$ cat config.mk
export PLATFORM = sky130hd
export DESIGN_NAME = pmc_port_mode_ctrl_regs
export DESIGN_NICKNAME = d
export VERILOG_FILES = /design/src/design/pmc_pkg.sv /design/src/design/pmc_port_mode_ctrl_regs.sv
export VERILOG_INCLUDE_DIRS = /design/src /design/src/design
export SDC_FILE = /design/constraint.sdc
export NUM_CORES = 1
export LEC_CHECK = 0
export BUFFER_PORTS_ARGS = -buffer_cell sky130_fd_sc_hd__clkbuf_2
export CAP_MARGIN = 20
export CORE_MARGIN = 2
export CORE_UTILIZATION = 35
export CTS_BUF_LIST = sky130_fd_sc_hd__clkbuf_8
export CTS_CLUSTER_DIAMETER = 60
export DETAILED_ROUTE_END_ITERATION = 12
export PLACE_DENSITY = 0.7
export SYNTH_ARGS = -nofsm -noshare
export SYNTH_HDL_FRONTEND = slang
export SYNTH_SLANG_ARGS = --single-unit
export TNS_END_PERCENT = 50
$ cat constraint.sdc
create_clock -name clk_in -period 1.9 [get_ports clk_in]
set_input_delay 0.38 -clock clk_in [delete_from_list [all_inputs] [get_ports clk_in]]
set_output_delay 0.38 -clock clk_in [all_outputs]
set_load 0.05 [all_outputs]
$ cat src/design/pmc_map.svh
`ifndef PMC_MAP_SVH
`define PMC_MAP_SVH

// ****************************************
// Control register addresses
// ****************************************
`define PMC_ADDR_DIR7 4'h7
`define PMC_ADDR_SINK 4'h8
`define PMC_ADDR_PAT 4'h9
`define PMC_ADDR_MODE 4'hA
`define PMC_ADDR_PL6 4'hB
`define PMC_ADDR_PH6 4'hC
`define PMC_ADDR_PH7 4'hD
`define PMC_ADDR_SFR 4'hE
`define PMC_ADDR_IMR 4'hF

// ****************************************
// Power-on values
// ****************************************
`define PMC_RST_DIR7 8'hFF
`define PMC_RST_SINK 8'h00
`define PMC_RST_PAT 8'h70
`define PMC_RST_MODE 8'hC0
`define PMC_RST_PL6 8'h00
`define PMC_RST_PH6 8'h00
`define PMC_RST_PH7 8'h00
`define PMC_RST_SFR 8'hF0
`define PMC_RST_IMR 8'h00
`define PMC_RST_GIE 1'b1

// ****************************************
// Writable bit masks
// ****************************************
`define PMC_WM_FULL 8'hFF
`define PMC_WM_SINK 8'h33
`define PMC_WM_PAT 8'h77
`define PMC_WM_MODE 8'hC3
`define PMC_WM_PORT6 8'hFE
`define PMC_WM_SFR 8'hF4

// ****************************************
// Field positions
// ****************************************
`define PMC_SFR_PDA 2
`define PMC_SFR_RUN 4
`define PMC_SFR_WTE 5
`define PMC_SFR_WUB 6
`define PMC_SFR_DUAL 7
`define PMC_IRQ_HOST_RESUME 4

`endif

$ cat src/design/pmc_pkg.sv
package pmc_pkg;

  typedef logic [7:0] pmc_byte_type;
  typedef logic [3:0] pmc_addr_type;

  typedef enum logic [1:0] {
    PMC_MODE_DETECT = 2'h0,
    PMC_MODE_USB = 2'h1,
    PMC_MODE_PS2 = 2'h2,
    PMC_MODE_USB_TEST = 2'h3
  } pmc_opmode_type;

  typedef enum logic [1:0] {
    PMC_SLOW_500HZ = 2'h0,
    PMC_SLOW_4KHZ = 2'h1,
    PMC_SLOW_32KHZ = 2'h2,
    PMC_SLOW_256KHZ = 2'h3
  } pmc_slow_freq_type;

  typedef enum logic [1:0] {
    PMC_SINK_3MA = 2'h0,
    PMC_SINK_6MA = 2'h1,
    PMC_SINK_12MA = 2'h2,
    PMC_SINK_30MA = 2'h3
  } pmc_sink_type;

endpackage : pmc_pkg

$ cat src/design/pmc_port_mode_ctrl_regs.sv
`include "pmc_map.svh"

module pmc_port_mode_ctrl_regs (
  input wire logic clk_in,
  input wire logic rstn_in,
  input wire pmc_pkg::pmc_addr_type io_addr_in,
  input wire logic io_wr_in,
  input wire logic io_rd_in,
  input wire pmc_pkg::pmc_byte_type io_wdata_in,
  output pmc_pkg::pmc_byte_type io_rdata_out,
  input wire logic global_irq_on_instr_in,
  input wire logic global_irq_off_instr_in,
  input wire pmc_pkg::pmc_byte_type irq_event_in,
  input wire pmc_pkg::pmc_byte_type irq_flag_clr_in,
  input wire logic wakeup_in,
  input wire logic udc_resume_in,
  input wire logic usb_device_controller_block_in,
  input wire logic watchdog_code_option_in,
  output pmc_pkg::pmc_byte_type port7_dir_out,
  output pmc_pkg::pmc_sink_type first_pin_drive_out,
  output pmc_pkg::pmc_sink_type second_pin_drive_out,
  output logic [2:0] debounce_degree_out,
  output logic [2:0] sample_rate_sel_out,
  output pmc_pkg::pmc_opmode_type op_mode_out,
  output pmc_pkg::pmc_slow_freq_type slow_freq_sel_out,
  output pmc_pkg::pmc_byte_type pull_low_select_out,
  output pmc_pkg::pmc_byte_type port6_pull_high_out,
  output pmc_pkg::pmc_byte_type pull_high_select_out,
  output logic pattern_detect_enable_out,
  output logic run_out,
  output logic watchdog_active_out,
  output logic port_wake_block_n_out,
  output logic dual_clock_normal_out,
  output pmc_pkg::pmc_byte_type irq_mask_out,
  output pmc_pkg::pmc_byte_type irq_flags_out,
  output logic irq_req_out
);
  import pmc_pkg::*;

  // ****************************************
  // Storage
  // ****************************************
  pmc_byte_type dir7;
  pmc_byte_type sink;
  pmc_byte_type pat;
  pmc_byte_type mode;
  pmc_byte_type pl6;
  pmc_byte_type ph6;
  pmc_byte_type ph7;
  pmc_byte_type sfr;
  pmc_byte_type imr;
  pmc_byte_type flags;
  pmc_byte_type rdata;
  logic gie;
  logic irq_req;
  logic wdt_active;
  logic wake_s1;
  logic wake_s2;
  logic wake_s3;
  logic wtc_s1;
  logic wtc_s2;

  // ****************************************
  // Address decode
  // ****************************************
  wire logic wr_dir7 = io_wr_in && (io_addr_in == `PMC_ADDR_DIR7);
  wire logic wr_sink = io_wr_in && (io_addr_in == `PMC_ADDR_SINK);
  wire logic wr_pat = io_wr_in && (io_addr_in == `PMC_ADDR_PAT);
  wire logic wr_mode = io_wr_in && (io_addr_in == `PMC_ADDR_MODE);
  wire logic wr_pl6 = io_wr_in && (io_addr_in == `PMC_ADDR_PL6);
  wire logic wr_ph6 = io_wr_in && (io_addr_in == `PMC_ADDR_PH6);
  wire logic wr_ph7 = io_wr_in && (io_addr_in == `PMC_ADDR_PH7);
  wire logic wr_sfr = io_wr_in && (io_addr_in == `PMC_ADDR_SFR);
  wire logic wr_imr = io_wr_in && (io_addr_in == `PMC_ADDR_IMR);

  // Merge write data into writable bits only, fixed bits keep their value
  function automatic pmc_byte_type merge(input pmc_byte_type old_v, input pmc_byte_type new_v,
                                         input pmc_byte_type wmask);
    merge = (old_v & ~wmask) | (new_v & wmask);
  endfunction

  wire pmc_byte_type next_dir7 = wr_dir7 ? io_wdata_in : dir7;
  wire pmc_byte_type next_sink = wr_sink ? merge(sink, io_wdata_in, `PMC_WM_SINK) : sink;
  wire pmc_byte_type next_pat = wr_pat ? merge(pat, io_wdata_in, `PMC_WM_PAT) : pat;
  wire pmc_byte_type next_mode = wr_mode ? merge(mode, io_wdata_in, `PMC_WM_MODE) : mode;
  wire pmc_byte_type next_pl6 = wr_pl6 ? merge(pl6, io_wdata_in, `PMC_WM_PORT6) : pl6;
  wire pmc_byte_type next_ph6 = wr_ph6 ? merge(ph6, io_wdata_in, `PMC_WM_PORT6) : ph6;
  wire pmc_byte_type next_ph7 = wr_ph7 ? io_wdata_in : ph7;
  wire pmc_byte_type next_imr = wr_imr ? io_wdata_in : imr;

  // ****************************************
  // Special function register
  // ****************************************
  // Hardware sets of run and wake block win over a firmware write
  wire logic wake_fall = wake_s3 && !wake_s2;
  wire logic resume_wake = udc_resume_in && !sfr[`PMC_SFR_RUN];
  wire pmc_byte_type sfr_written = wr_sfr ? merge(sfr, io_wdata_in, `PMC_WM_SFR) : sfr;
  wire logic next_run = sfr_written[`PMC_SFR_RUN] || wake_fall || resume_wake;
  wire logic next_wub = sfr_written[`PMC_SFR_WUB] || usb_device_controller_block_in;
  wire pmc_byte_type next_sfr = {sfr_written[7], next_wub, sfr_written[5], next_run, sfr_written[3:0]};

  // Watchdog runs only if both the enable bit and the code option allow it
  wire logic next_wdt_active = next_sfr[`PMC_SFR_WTE] && wtc_s2;

  // ****************************************
  // Interrupt flags and request
  // ****************************************
  wire logic slow_clock = !sfr[`PMC_SFR_DUAL];
  wire pmc_byte_type event_eff;
  wire pmc_byte_type next_flags;
  genvar gi;
  generate
    for (gi = 0; gi < 8; gi++) begin : g_flag
      if (gi == `PMC_IRQ_HOST_RESUME) begin : g_resume
        assign event_eff[gi] = irq_event_in[gi] && slow_clock;
      end else begin : g_plain
        assign event_eff[gi] = irq_event_in[gi];
      end
      assign next_flags[gi] = event_eff[gi] || (flags[gi] && !irq_flag_clr_in[gi]);
    end
  endgenerate

  wire logic next_gie = global_irq_off_instr_in ? 1'b0 : (global_irq_on_instr_in ? 1'b1 : gie);
  wire logic next_irq_req = next_gie && |(next_flags & next_imr);

  // ****************************************
  // Read path
  // ****************************************
  pmc_byte_type read_mux;
  always_comb begin
    case (io_addr_in)
      `PMC_ADDR_DIR7: read_mux = dir7;
      `PMC_ADDR_SINK: read_mux = sink;
      `PMC_ADDR_PAT: read_mux = pat;
      `PMC_ADDR_MODE: read_mux = mode;
      `PMC_ADDR_PL6: read_mux = pl6;
      `PMC_ADDR_PH6: read_mux = ph6;
      `PMC_ADDR_PH7: read_mux = ph7;
      `PMC_ADDR_SFR: read_mux = sfr;
      `PMC_ADDR_IMR: read_mux = imr;
      default: read_mux = 8'h00;
    endcase
  end
  wire pmc_byte_type next_rdata = io_rd_in ? read_mux : rdata;

  // ****************************************
  // Synchronisers
  // ****************************************
  always_ff @(posedge clk_in or negedge rstn_in) begin
    if (!rstn_in) begin
      wake_s1 <= 1'b1;
      wake_s2 <= 1'b1;
      wake_s3 <= 1'b1;
      wtc_s1 <= 1'b0;
      wtc_s2 <= 1'b0;
    end else begin
      wake_s1 <= wakeup_in;
      wake_s2 <= wake_s1;
      wake_s3 <= wake_s2;
      wtc_s1 <= watchdog_code_option_in;
      wtc_s2 <= wtc_s1;
    end
  end

  // ****************************************
  // Registers
  // ****************************************
  always_ff @(posedge clk_in or negedge rstn_in) begin
    if (!rstn_in) begin
      dir7 <= `PMC_RST_DIR7;
      sink <= `PMC_RST_SINK;
      pat <= `PMC_RST_PAT;
      mode <= `PMC_RST_MODE;
      pl6 <= `PMC_RST_PL6;
      ph6 <= `PMC_RST_PH6;
      ph7 <= `PMC_RST_PH7;
      sfr <= `PMC_RST_SFR;
      imr <= `PMC_RST_IMR;
    end else begin
      dir7 <= next_dir7;
      sink <= next_sink;
      pat <= next_pat;
      mode <= next_mode;
      pl6 <= next_pl6;
      ph6 <= next_ph6;
      ph7 <= next_ph7;
      sfr <= next_sfr;
      imr <= next_imr;
    end
  end

  always_ff @(posedge clk_in or negedge rstn_in) begin
    if (!rstn_in) begin
      flags <= 8'h00;
      gie <= `PMC_RST_GIE;
      irq_req <= 1'b0;
      wdt_active <= 1'b0;
      rdata <= 8'h00;
    end else begin
      flags <= next_flags;
      gie <= next_gie;
      irq_req <= next_irq_req;
      wdt_active <= next_wdt_active;
      rdata <= next_rdata;
    end
  end

  // ****************************************
  // Outputs
  // ****************************************
  assign io_rdata_out = rdata;
  assign port7_dir_out = dir7;
  assign first_pin_drive_out = pmc_sink_type'(sink[1:0]);
  assign second_pin_drive_out = pmc_sink_type'(sink[5:4]);
  assign debounce_degree_out = pat[2:0];
  assign sample_rate_sel_out = pat[6:4];
  assign op_mode_out = pmc_opmode_type'(mode[1:0]);
  assign slow_freq_sel_out = pmc_slow_freq_type'(mode[7:6]);
  assign pull_low_select_out = pl6;
  assign port6_pull_high_out = ph6;
  assign pull_high_select_out = ph7;
  assign pattern_detect_enable_out = sfr[`PMC_SFR_PDA];
  assign run_out = sfr[`PMC_SFR_RUN];
  assign watchdog_active_out = wdt_active;
  assign port_wake_block_n_out = sfr[`PMC_SFR_WUB];
  assign dual_clock_normal_out = sfr[`PMC_SFR_DUAL];
  assign irq_mask_out = imr;
  assign irq_flags_out = flags;
  assign irq_req_out = irq_req;
endmodule // pmc_port_mode_ctrl_regs

==> impl_metrics.csv <==
group,metric,value,unit
outcome,status,"complete, no violations",
yosys,yosys_warnings,0,
yosys,synth_enable_flop_cells,0,
clock_network,clkTransAtPathRegs,0.09,ns
worst_hold_path,hold_depth,1,
route,wl_per_cell,17.6,um
route,drt_iter0_markers,166,
yosys,share_of_the_synthesized_netlist_area_taken_by_xor_and_xnor_gates,0,
yosys,post_synth_mux_area_share,0.220,
timing,worst_clock_skew,0.0137,ns
clock_network,cts.htree.levels,3,
timing,finalMaxSlewViolations,0,
yosys,ys_dominant_reg_cell,"sky130_fd_sc_hd__dfrtp_1",
timing,hold_viol_final,0,
yosys,ys_async_sr_fraction,1.00,
worst_setup_path,worst_path_dominant_cell_family,"simple AND/OR/NAND/NOR gates",
place,routabilityCongestion,0.813,
clock_network,clock-sinks,81,
floorplanning,dieArea,11700,um^2
route,via_count,2867,
pwr,leakage,2.18,nW
floorplanning,top_level_ports,114,
cells_and_area,fin_cells,575,
cells_and_area,area.growth.synth_to_final,25.6,%
global_route,grt_usage,0.185,
timing,finalCriticalPeriod,1.64,ns
worst_setup_path,path_class,"reg2reg",
worst_setup_path,critPathMostFrequentCell,"sky130_fd_sc_hd__nor4_1",
global_route,globalRouteOverflowTotal,0,
place,hpwlAfterDp,7.76,mm
worst_setup_path,worstReg2RegEnd,"irq_req_out",
floorplanning,design.core.area,10700,um^2
timing,timing.final.ws_setup,0.263,ns
worst_setup_path,r2r.worst_path.cells,5,
cells_and_area,post_layout_nets,468,
timing,rsz0062_at_grt,"no",
pwr,vdd_drop_max,0.497,mV
worst_setup_path,critical_path.cell_chain,"nor2b_1, o21ai_0, nand4_1, nor4_1, nor4_1",
yosys,synth_top_cells_by_count,"60 x sky130_fd_sc_hd__dfrtp_1, 57 x sky130_fd_sc_hd__mux2_2, 25 x sky130_fd_sc_hd__o21ai_0, 21 x sky130_fd_sc_hd__dfstp_2",
yosys,synth-compound-area-share,0.0873,
yosys,ys_top_cells_by_area,"sky130_fd_sc_hd__dfrtp_1 40%, sky130_fd_sc_hd__mux2_2 17%, sky130_fd_sc_hd__dfstp_2 15%",
timing,number_of_setup_violations_in_the_final_report,0,
route,final_antenna_net_count,0,
job,drv.max_cap_violation_count,0,
clock_network,cts_made_buffers,9,
global_route,grt_pass1_wl,16.3,mm
worst_setup_path,worst_r2r_startpoint,"sfr[7]",
yosys,post_synth_instance_area,3800,um^2
clock_network,clockBufferDepth,2,
route,drt_first_pass_iters,4,
route,vias_per_cell,4.99,
timing,finalSetupTns,0,ns
route,route.final.wire_length,10.1,mm
yosys,synthDistinctLibCells,43,
clock_network,post-cts-setup-buffer-count,0,
worst_setup_path,slowest_stage,"sky130_fd_sc_hd__dfstp_2",
worst_setup_path,rrSetupSlack,0.26,ns
yosys,dominant_combinational_cell_family_by_area_after_synthesis,"multiplexers",
worst_setup_path,critPathCaptureType,"flip-flop",
yosys,synth_top_area_cell,"sky130_fd_sc_hd__dfrtp_1",
yosys,simple_gate_area_share_of_the_yosys_netlist,0.115,
route,route.detailed.drc,0,
yosys,synth_sequential_area_ratio,0.541,
place,numPortBuffers,111,
worst_hold_path,hold_path.class,"in2reg",
worst_hold_path,timing.hold.worst_endpoint,"wake_s1",
yosys,yosys_register_bits,81,
timing,achievable-frequency,0.611,GHz
worst_setup_path,timing.critical_path.required,2.12,ns
floorplanning,placementRows,38,
clock_network,worst_skew_pair.late_latency,0.36,ns
timing,post-route-period-util,0.862,
pwr,power-per-cell-area,1200,nW/um^2
global_route,number_of_global_route_vias_before_repair,2913,
place,dp_cell_count,558,
yosys,post-synth-top-area-fraction,0.395,
yosys,postSynthCellCount,304,
worst_setup_path,worst_path_largest_cell_delay,0.58,ns
floorplanning,fp.dieW,108,um
worst_setup_path,path_max_fanout,4,
worst_setup_path,crit_path_start_kind,"flip-flop",
yosys,syn_area_per_cell,12.5,um^2
place,dp_slack,0.105,ns
cells_and_area,drive_above_1_share,0.575,
yosys,synth_adder_area_share,0,
global_route,antenna_violations_before_repair,0,
worst_hold_path,hold_path_start,"wakeup_in",
floorplanning,fp.dieH,108,um
worst_setup_path,cp.buffers_inverters,0,
cells_and_area,antenna_cells_inserted,0,
global_route,grt_start_max_net_pins,38,
worst_setup_path,cp_arrival,1.86,ns
yosys,yosys.cell_count.top_type,"sky130_fd_sc_hd__dfrtp_1",
clock_network,cts_tree,"done",
clock_network,cts_resized,0,
floorplanning,floorplan.initialDensity,0.355,
clock_network,library_cell_used_as_clock_root_buffer,"sky130_fd_sc_hd__clkbuf_8",
[flip-flops by register name, summed over array words and instances, names as in the netlist, 5 cells and up]
register / flops
sfr: 5
io_rdata_out: 8
pat: 6
irq_mask_out: 8
port6_pull_high_out: 7
pull_low_select_out: 7
irq_flags_out: 8
port7_dir_out: 8
pull_high_select_out: 8
[layer usage]
layer  track usage  vias up  part of all wire
met3        0.0530        5             0.077
li1              -     1347                 -
met5             0        -                 0
met1         0.255     1407              0.44
met2         0.290      108              0.48
met4        0.0421        0            0.0098
[cells in the final DEF, fill, tap and decap left out, types with 3 or more instances in the layout]
master / count
sky130_fd_sc_hd__mux2_2: 57
sky130_fd_sc_hd__a22o_1: 3
sky130_fd_sc_hd__mux2_4: 5
sky130_fd_sc_hd__dfrtp_1: 60
sky130_fd_sc_hd__nand2_1: 12
sky130_fd_sc_hd__clkbuf_8: 9
sky130_fd_sc_hd__a31oi_1: 6
sky130_fd_sc_hd__buf_4: 17
sky130_fd_sc_hd__nand3_1: 3
sky130_fd_sc_hd__mux2i_1: 3
sky130_fd_sc_hd__or2_2: 8
sky130_fd_sc_hd__nor2b_1: 12
sky130_fd_sc_hd__nand3b_1: 3
sky130_fd_sc_hd__clkbuf_2: 110
sky130_fd_sc_hd__nand4_1: 4
sky130_fd_sc_hd__o22ai_1: 3
sky130_fd_sc_hd__o21ai_0: 25
sky130_fd_sc_hd__clkinv_4: 3
sky130_fd_sc_hd__nor2_2: 4
sky130_fd_sc_hd__dfstp_2: 21
sky130_fd_sc_hd__a21oi_1: 6
sky130_fd_sc_hd__inv_1: 5
sky130_fd_sc_hd__nor2_1: 12
sky130_fd_sc_hd__nand2b_1: 4
sky130_fd_sc_hd__mux4_2: 4
[cell families (layout without fill, tap and decap cells)]
| family | Yosys count | in the layout |
|---|---|---|
| buffers and inverters | 21 | 151 |
| multiplexers | 69 | 69 |
| flip-flops | 81 | 81 |
| AO/OA/AOI/OAI | 55 | 55 |
| other | 1 | 2 |
| AND/OR/NAND/NOR | 77 | 77 |
[per-stage QoR]
stage	utilization	hold slack, ns	instance area [um^2]	power, mW
2_1_floorplan	-	0.0844	3800	3.99
3_3_place_gp	0.428	0.326	4580	4.58
3_5_place_dp	0.428	0.325	4580	4.62
4_1_cts	0.446	0.0771	4770	5.77
5_1_grt	0.446	0.0712	4770	5.98
6_report	0.446	0.0956	4770	5.71
[worst max-delay path by stage]
stage	endpoint	from	slack, ns	depth (start not counted)
after global routing	irq_req_out	sfr[7]	0.19	5
final	irq_req_out	sfr[7]	0.26	5
after floorplan	io_rdata_out[5]	irq_mask_out[5]	0.31	5
after global placement	io_rdata_out[5]	io_addr_in[0]	0.14	6
after detailed placement	io_rdata_out[5]	io_addr_in[0]	0.10	6
after CTS	irq_req_out	sfr[7]	0.28	5
[report_power, final]
part           internal (mW)  total (mW)  leakage [nW]  switching, mW
clock network          0.483        1.14        0.0858          0.656
logic                  0.627        2.21          1.14           1.58
registers               2.10        2.36         0.948          0.260
total                   3.21        5.71          2.18           2.49
[cell type report]
cell class	count	area [um^2]
Clock buffer	9	124
Clock inverter	7	55.1
Timing Repair Buffer	130	728
Fill cell	1033	5930
Inverter	5	18.8
Sequential cell	81	2050
Multi-Input combinational cell	203	1610
Tap cell	140	175
[repair_timing]
item,in CTS,in global routing
endpoints found under the hold margin,19,0
endpoints found under the setup margin,0,0
hold buffers,1,0
Note: power is estimated with default switching activity, not from simulation.
